**src/rtl/insn_exec_pkg.sv**
```systemverilog
// Constants for the file-register add, mask and bit instruction executor.
// Assumes a 14-bit instruction word and an 8-bit data path.
package insn_exec_pkg;
    localparam int INSN_W = 14;
    localparam int DATA_W = 8;
    localparam int ADDR_W = 7;
    // Field positions
    localparam int ADDR_LSB = 0;
    localparam int DEST_POS = 7;
    localparam int BIT_LSB  = 7;
    localparam int BIT_W    = 3;
    localparam int OPC_LSB  = 8;
    localparam int BOP_LSB  = 10;
    // Opcode patterns
    localparam logic [5:0] OPC_SUM  = 6'h07;
    localparam logic [5:0] OPC_MASK = 6'h05;
    localparam logic [3:0] BOP_CLR  = 4'h4;
    localparam logic [3:0] BOP_SET  = 4'h5;
    localparam logic [3:0] BOP_TST  = 4'h6;
    // Destination select encodings
    localparam logic DEST_ACC  = 1'b0;
    localparam logic DEST_FILE = 1'b1;
    // Reset values
    localparam logic [7:0] ACC_RST = 8'h00;
    // Skip flush lasts one extra cycle
    localparam int SKIP_CYCLES = 2;
endpackage

```
**src/rtl/insn_field_split.sv**
```systemverilog
// Splits a 14-bit instruction word into its operand fields.
// Assumes a word from logic on the same clock.
`timescale 1ns/1ns
module insn_field_split (
    input  wire logic [13:0] insnWord,
    output logic      [6:0]  fileAddr,
    output logic             destSel,
    output logic      [2:0]  bitIdx,
    output logic      [5:0]  byteOpc,
    output logic      [3:0]  bitOpc
);
    // Field extraction
    assign fileAddr = insnWord[insn_exec_pkg::ADDR_LSB +: insn_exec_pkg::ADDR_W];
    assign destSel  = insnWord[insn_exec_pkg::DEST_POS];
    assign bitIdx   = insnWord[insn_exec_pkg::BIT_LSB +: insn_exec_pkg::BIT_W];
    assign byteOpc  = insnWord[insn_exec_pkg::OPC_LSB +: 6];
    assign bitOpc   = insnWord[insn_exec_pkg::BOP_LSB +: 4];
endmodule // insn_field_split

```
**src/rtl/add_and_bit_ops_decode.sv**
```systemverilog
// Executes sum, mask and bit clear/set/test instructions for one cycle each, two for a bit test that skips.
// Assumes an outside fetch stage and register file; carry, nibble and zero flags are held here;
// the file operand is read combinationally from fileRdData for insnWord.
`timescale 1ns/1ns
module add_and_bit_ops_decode (
    input  wire logic        core_clk,
    input  wire logic        reset,
    input  wire logic        insnValid,
    input  wire logic [13:0] insnWord,
    input  wire logic [7:0]  fileRdData,
    output logic      [6:0]  fileAddr_r,
    output logic      [7:0]  fileWrData_r,
    output logic             fileWrEn_r,
    output logic      [7:0]  accOut_r,
    output logic             carryFlag_r,
    output logic             nibble_overflow_bit_r,
    output logic             zeroFlag_r,
    output logic             flushFetch_r,
    output logic             idleExec_r,
    output logic             insnKnown_r
);
    // State of the skip sequencer
    typedef enum logic [1:0] {
        RUN  = 2'b01,
        IDLE = 2'b10
    } seq_t;

    logic [6:0] addrF;
    logic       destF;
    logic [2:0] bitF;
    logic [5:0] byteOpc;
    logic [3:0] bitOpc;

    insn_field_split u_split (
        .insnWord (insnWord),
        .fileAddr (addrF),
        .destSel  (destF),
        .bitIdx   (bitF),
        .byteOpc  (byteOpc),
        .bitOpc   (bitOpc)
    );

    seq_t       seq_r, seq_nxt;
    logic [6:0] fileAddr_nxt;
    logic [7:0] fileWrData_nxt;
    logic       fileWrEn_nxt;
    logic [7:0] acc_nxt;
    logic       carry_nxt, nib_nxt, zero_nxt;
    logic       flush_nxt, idle_nxt, known_nxt;

    // Single-bit mask from the bit index
    function automatic logic [7:0] bitMask(input logic [2:0] idx);
        bitMask = 8'h01 << idx;
    endfunction

    logic isSum, isMask, isClr, isSet, isTst;
    logic [8:0] sumFull;
    logic [4:0] nibFull;
    logic [7:0] result;
    logic       skipTaken;

    // Opcode decode
    always_comb begin
        isSum  = (byteOpc == insn_exec_pkg::OPC_SUM);
        isMask = (byteOpc == insn_exec_pkg::OPC_MASK);
        isClr  = (bitOpc == insn_exec_pkg::BOP_CLR);
        isSet  = (bitOpc == insn_exec_pkg::BOP_SET);
        isTst  = (bitOpc == insn_exec_pkg::BOP_TST);
        sumFull = {1'b0, accOut_r} + {1'b0, fileRdData};
        nibFull = {1'b0, accOut_r[3:0]} + {1'b0, fileRdData[3:0]};
        result  = isSum ? sumFull[7:0] : (accOut_r & fileRdData);
        skipTaken = isTst && ((fileRdData & bitMask(bitF)) == 8'h00);
    end

    // Next-state and execute
    always_comb begin
        seq_nxt        = RUN;
        fileAddr_nxt   = addrF;
        fileWrData_nxt = fileWrData_r;
        fileWrEn_nxt   = 1'b0;
        acc_nxt        = accOut_r;
        carry_nxt      = carryFlag_r;
        nib_nxt        = nibble_overflow_bit_r;
        zero_nxt       = zeroFlag_r;
        flush_nxt      = 1'b0;
        idle_nxt       = 1'b0;
        known_nxt      = 1'b0;
        case (seq_r)
            IDLE: begin
                // Fetched word discarded; idle cycle runs in its place
                idle_nxt = 1'b0;
            end
            RUN: begin
                if (insnValid) begin
                    if (isSum || isMask) begin
                        known_nxt = 1'b1;               // done in one edge
                        if (destF == insn_exec_pkg::DEST_FILE) begin
                            fileWrEn_nxt   = 1'b1;
                            fileWrData_nxt = result;
                        end else begin
                            acc_nxt = result;
                        end
                        zero_nxt = (result == 8'h00);
                        if (isSum) begin
                            carry_nxt = sumFull[8];
                            nib_nxt   = nibFull[4];
                        end
                    end else if (isClr || isSet) begin
                        known_nxt      = 1'b1;
                        fileWrEn_nxt   = 1'b1;           // flags kept
                        fileWrData_nxt = isSet ? (fileRdData | bitMask(bitF))
                                               : (fileRdData & ~bitMask(bitF));
                    end else if (isTst) begin
                        known_nxt = 1'b1;
                        if (skipTaken) begin
                            flush_nxt = 1'b1;
                            idle_nxt  = 1'b1;
                            seq_nxt   = IDLE;
                        end
                    end
                end
            end
            default: seq_nxt = RUN;
        endcase
    end

    // Registers
    always_ff @(posedge core_clk or posedge reset) begin
        if (reset) begin
            seq_r                 <= RUN;
            fileAddr_r            <= 7'h00;
            fileWrData_r          <= 8'h00;
            fileWrEn_r            <= 1'b0;
            accOut_r              <= insn_exec_pkg::ACC_RST;
            carryFlag_r           <= 1'b0;
            nibble_overflow_bit_r <= 1'b0;
            zeroFlag_r            <= 1'b0;
            flushFetch_r          <= 1'b0;
            idleExec_r            <= 1'b0;
            insnKnown_r           <= 1'b0;
        end else begin
            seq_r                 <= seq_nxt;
            fileAddr_r            <= fileAddr_nxt;
            fileWrData_r          <= fileWrData_nxt;
            fileWrEn_r            <= fileWrEn_nxt;
            accOut_r              <= acc_nxt;
            carryFlag_r           <= carry_nxt;
            nibble_overflow_bit_r <= nib_nxt;
            zeroFlag_r            <= zero_nxt;
            flushFetch_r          <= flush_nxt;
            idleExec_r            <= idle_nxt;
            insnKnown_r           <= known_nxt;
        end
    end

    // Checks
    property p_sum_acc;
        @(posedge core_clk) disable iff (reset)
        (seq_r == RUN && insnValid && isSum && !destF)
            |=> (accOut_r == $past(sumFull[7:0]) && carryFlag_r == $past(sumFull[8]));
    endproperty
    a_sum_acc: assert property (p_sum_acc) else $error("sum to accumulator wrong");

    property p_dest_file;
        @(posedge core_clk) disable iff (reset)
        (seq_r == RUN && insnValid && (isSum || isMask) && destF)
            |=> (fileWrEn_r && accOut_r == $past(accOut_r));
    endproperty
    a_dest_file: assert property (p_dest_file) else $error("file destination wrong");

    property p_zero;
        @(posedge core_clk) disable iff (reset)
        (seq_r == RUN && insnValid && (isSum || isMask)) |=> (zeroFlag_r == $past(result == 8'h00));
    endproperty
    a_zero: assert property (p_zero) else $error("zero flag wrong");

    property p_nib;
        @(posedge core_clk) disable iff (reset)
        (seq_r == RUN && insnValid && isSum) |=> (nibble_overflow_bit_r == $past(nibFull[4]));
    endproperty
    a_nib: assert property (p_nib) else $error("nibble overflow wrong");

    property p_clr;
        @(posedge core_clk) disable iff (reset)
        (seq_r == RUN && insnValid && isClr)
            |=> (fileWrEn_r && (fileWrData_r & bitMask($past(bitF))) == 8'h00);
    endproperty
    a_clr: assert property (p_clr) else $error("bit clear wrong");

    property p_set;
        @(posedge core_clk) disable iff (reset)
        (seq_r == RUN && insnValid && isSet)
            |=> (fileWrEn_r && (fileWrData_r & bitMask($past(bitF))) != 8'h00);
    endproperty
    a_set: assert property (p_set) else $error("bit set wrong");

    property p_skip;
        @(posedge core_clk) disable iff (reset)
        (seq_r == RUN && insnValid && skipTaken) |=> (flushFetch_r && idleExec_r) ##1 !flushFetch_r;
    endproperty
    a_skip: assert property (p_skip) else $error("skip flush wrong");

    property p_noskip;
        @(posedge core_clk) disable iff (reset)
        (seq_r == RUN && insnValid && isTst && !skipTaken) |=> !flushFetch_r;
    endproperty
    a_noskip: assert property (p_noskip) else $error("spurious skip");

    property p_flags_kept;
        @(posedge core_clk) disable iff (reset)
        (seq_r == RUN && insnValid && (isClr || isSet || isTst))
            |=> ($stable(carryFlag_r) && $stable(zeroFlag_r) && $stable(nibble_overflow_bit_r));
    endproperty
    a_flags_kept: assert property (p_flags_kept) else $error("bit op touched flags");

    property p_mask_carry;
        @(posedge core_clk) disable iff (reset)
        (seq_r == RUN && insnValid && isMask) |=> $stable(carryFlag_r);
    endproperty
    a_mask_carry: assert property (p_mask_carry) else $error("mask touched carry");
endmodule // add_and_bit_ops_decode

```
**config.mk**
```make
export PLATFORM = sky130hd
export DESIGN_NAME = add_and_bit_ops_decode
export DESIGN_NICKNAME = d
export VERILOG_FILES = /design/src/rtl/insn_exec_pkg.sv /design/src/rtl/insn_field_split.sv /design/src/rtl/add_and_bit_ops_decode.sv
export SDC_FILE = /design/constraint.sdc
export NUM_CORES = 1
export LEC_CHECK = 0
export BUFFER_PORTS_ARGS = -buffer_cell sky130_fd_sc_hd__buf_4
export CELL_PAD_IN_SITES_DETAIL_PLACEMENT = 0
export CELL_PAD_IN_SITES_GLOBAL_PLACEMENT = 1
export CORE_MARGIN = 3
export CORE_UTILIZATION = 35
export DETAILED_ROUTE_END_ITERATION = 8
export PLACE_DENSITY = 0.75
export SLEW_MARGIN = 10
export SYNTH_ARGS = -nofsm -noshare
export SYNTH_HDL_FRONTEND = slang
export SYNTH_HIERARCHICAL = 1
export SYNTH_SLANG_ARGS = --single-unit
```
**constraint.sdc**
```tcl
create_clock -name core_clk -period 2.1 [get_ports core_clk]
set_input_delay 0.42 -clock core_clk [delete_from_list [all_inputs] [get_ports core_clk]]
set_output_delay 0.42 -clock core_clk [all_outputs]
set_load 0.02 [all_outputs]
```
==> impl_metrics.ini <==
[status]
status = complete, but fails checks
violations = negative setup slack

[cts]
h-tree-depth = 2
clk_pin_slew_worst_paths_ns = 0.07
cts_root_buffer = clkbuf_8
cts_buffer_depth = 2
cts_tree = built
clk_latency_ns = 0.29
cts_buffers = 5
cts_sinks = 30

[timing]
skew_ns = 0.007144
max_freq_ghz = 0.4594
final.min_clock_period_ns = 2.177
setup_violations = 2
period_share_pct = 103.7
drv_slew = 0
slew_headroom_pct = 65.38
rsz0062_at_grt = true
final-hold-violation-count = 0
fin_setup_tns_ns = -0.1026
timing.final.ws_setup_ns = -0.07672
worst_slew_pin_slew_ns = 0.5187

[power]
peakVddDrop_mv = 0.2950
finalPower_w = 0.001565
powerDensity_mw_per_mm2 = 576.8
leakage_nw = 1.328

[grt]
grt_pass1_vias = 1639
grt_usage_pct = 15.58
grt_max_degree = 19
grt_overflow = 0
grt_first_pass_wirelength_um = 7886
antenna_found_initial = 0

[synth]
synth_seq_cells = 30
netlist_area_mm2 = 0.001992
synth_top_area_share_pct = 36.43
synth_common_cells = 29 x dfrtp_1, 22 x buf_4, 20 x o21ai_0
synth-warning-count = 6
yosysMostFrequentCell = dfrtp_1
ys_async_sr_fraction_pct = 100.0
synth_cell_types = 43
synth_ff_type = dfrtp_1
synth_enable_flop_cells = 0
synth_area_leaders = dfrtp_1 36%, buf_4 8.3%, mux2_2 6.2%
yosys.area.top_type = dfrtp_1
ys_seq_area_share_pct = 37.75
syn_area_per_cell_um2 = 9.440
syn-num-nets = 245
synthCells = 211

[worst_setup_path]
reg2regPathDepth = 8
cpPeakStageDelay_ns = 0.42
worstSetupPathType = flip-flop to flip-flop
crit_required_ns = 2.30
path_max_fanout = 2
start_kind = flip-flop
crit_arrival_ns = 2.38
worst_setup_path_end_kind = flip-flop
r2r_start = accOut_r[0]
worst-path-buf-inv = 0
r2r-end = zeroFlag_r
regToRegSetupSlack_ns = -0.08
cp_cell_sequence = ha_4 -> fa_2 -> xor2_2 -> nor3_2 -> a21oi_1 -> or3_1 -> or3_1 -> o31ai_2
cpLargestDelayFamily = simple AND/OR/NAND/NOR gates
crit_slowest_cell = dfrtp_2
cp_common_cell = or3_1

[die]
start_util_pct = 37.56
die_w_um = 81.44
die_h_um = 81.44
fp-row-count = 26
die_area_mm2 = 0.006632
ios = 55
core_mm2 = 0.005303

[drt]
drt_iter0_drc = 105
num_vias = 1682
routedWlPerCell_um = 13.82
drt_pre_antenna_iters = 4
finalWirelength_um = 4782
vias_per_cell = 4.861
final_antenna_net_count = 0
drc = 0

[layout]
syn_to_final_growth_pct = 36.18
drive_gt1_share_pct = 46.38
n_antenna_cell = 0
nets = 309

[placed_design]
numPortBuffers = 54
place.gp.congestion = 0.8092
dp_hpwl_um = 3882

[flow_run]
drv_cap = 0

[worst_hold_path]
hp-class = primary input to asynchronous set/reset pin
metal layers:
| metal | vias to the layer above | GRT usage [%] | share of wire [%] |
|---|---|---|---|
| li1 | 853 | - | - |
| met1 | 774 | 20.81 | 47 |
| met2 | 48 | 25.00 | 46 |
| met3 | 7 | 3.070 | 5.3 |
| met4 | 0 | 5.574 | 1.4 |
| met5 | - | 0 | 0 |
registers in the layout, indices dropped and copies added (netlist names):
| name | count |
|---|---|
| fileWrEn_r | 1 |
| zeroFlag_r | 1 |
| carryFlag_r | 1 |
| accOut_r | 8 |
| fileAddr_r | 7 |
| fileWrData_r | 8 |
| nibble_overflow_bit_r | 1 |
| idleExec_r | 1 |
| insnKnown_r | 1 |
| seq_r | 1 |
cell families after synthesis:
kind of cell | count (synthesis) | synth area share, %
flops | 30 | 37.75
fa+ha+maj | 9 | 6.030
simple gates | 63 | 16.21
compound gates | 48 | 15.45
buf+inv | 35 | 11.12
mux | 21 | 11.24
xor+xnor | 5 | 2.199
placed cells by master (no fill, tap or decap), types with 2 or more instances in the layout:
| master | n |
|---|---|
| a211o_1 | 2 |
| a21oi_1 | 8 |
| a21oi_2 | 3 |
| a22o_1 | 2 |
| and3_1 | 2 |
| buf_4 | 87 |
| clkbuf_8 | 6 |
| dfrtp_1 | 28 |
| ha_1 | 7 |
| inv_1 | 4 |
| mux2_2 | 11 |
| mux2i_1 | 10 |
| nand2_1 | 18 |
| nand2_2 | 2 |
| nand3_1 | 4 |
| nand3b_1 | 5 |
| nor2_1 | 13 |
| nor2b_1 | 2 |
| nor3_1 | 4 |
| o211ai_1 | 2 |
| o21ai_0 | 15 |
| o21ai_1 | 5 |
| or3_1 | 3 |
| xnor2_1 | 3 |
what timing repair did:
| action | in CTS | in global routing |
|---|---|---|
| resized for setup | 1 | 16 |
| cloned | 0 | 0 |
| hold endpoints to repair | 0 | 0 |
| setup buffers | 0 | 1 |
| pin swaps | 2 | 12 |
| hold buffers | 0 | 0 |
| setup endpoints to repair | 4 | 9 |
layout make-up:
cell class,instances,area [µm²]
Multi-Input combinational cell,146,1092
Sequential cell,30,753.2
Tap cell,70,87.58
Clock inverter,1,5.005
Clock buffer,7,86.33
Timing Repair Buffer,88,673.1
Fill cell,523,2590
Inverter,4,15.01
worst max-delay path by stage:
stage                  start         end  slack [ns]  cells after the start
2_1_floorplan    accOut_r[0]  zeroFlag_r        -0.1                      8
3_3_place_gp   fileRdData[0]  zeroFlag_r       -0.27                      9
3_5_place_dp   fileRdData[0]  zeroFlag_r       -0.26                      9
4_1_cts          accOut_r[0]  zeroFlag_r       -0.13                      8
5_1_grt          accOut_r[0]  zeroFlag_r       -0.20                      8
6_report         accOut_r[0]  zeroFlag_r       -0.08                      8
per-stage QoR:
stage | setup WS, ns | cell area, µm² | instances | hold slack [ns] | utilization, %
final | -0.07672 | 2713 | 346 | 0.1717 | 51.16
after global routing | -0.2042 | 2713 | 346 | 0.2054 | 51.16
after CTS | -0.1310 | 2651 | 345 | 0.1857 | 50.00
after global placement | -0.2677 | 2555 | 337 | 0.4666 | 48.18
after detailed placement | -0.2616 | 2555 | 337 | 0.4773 | 48.18
after floorplan | -0.09660 | 2008 | 211 | 0.5100 | -
power by group:
part,total [W],switching (W),leakage (nW),internal [W]
registers,0.000661,0.0000283,0.379,0.000633
logic,0.000426,0.000215,0.900,0.000211
clock network,0.000477,0.000213,0.0482,0.000264
total,0.00156,0.000457,1.33,0.00111
(Power assumes the default switching activity.)
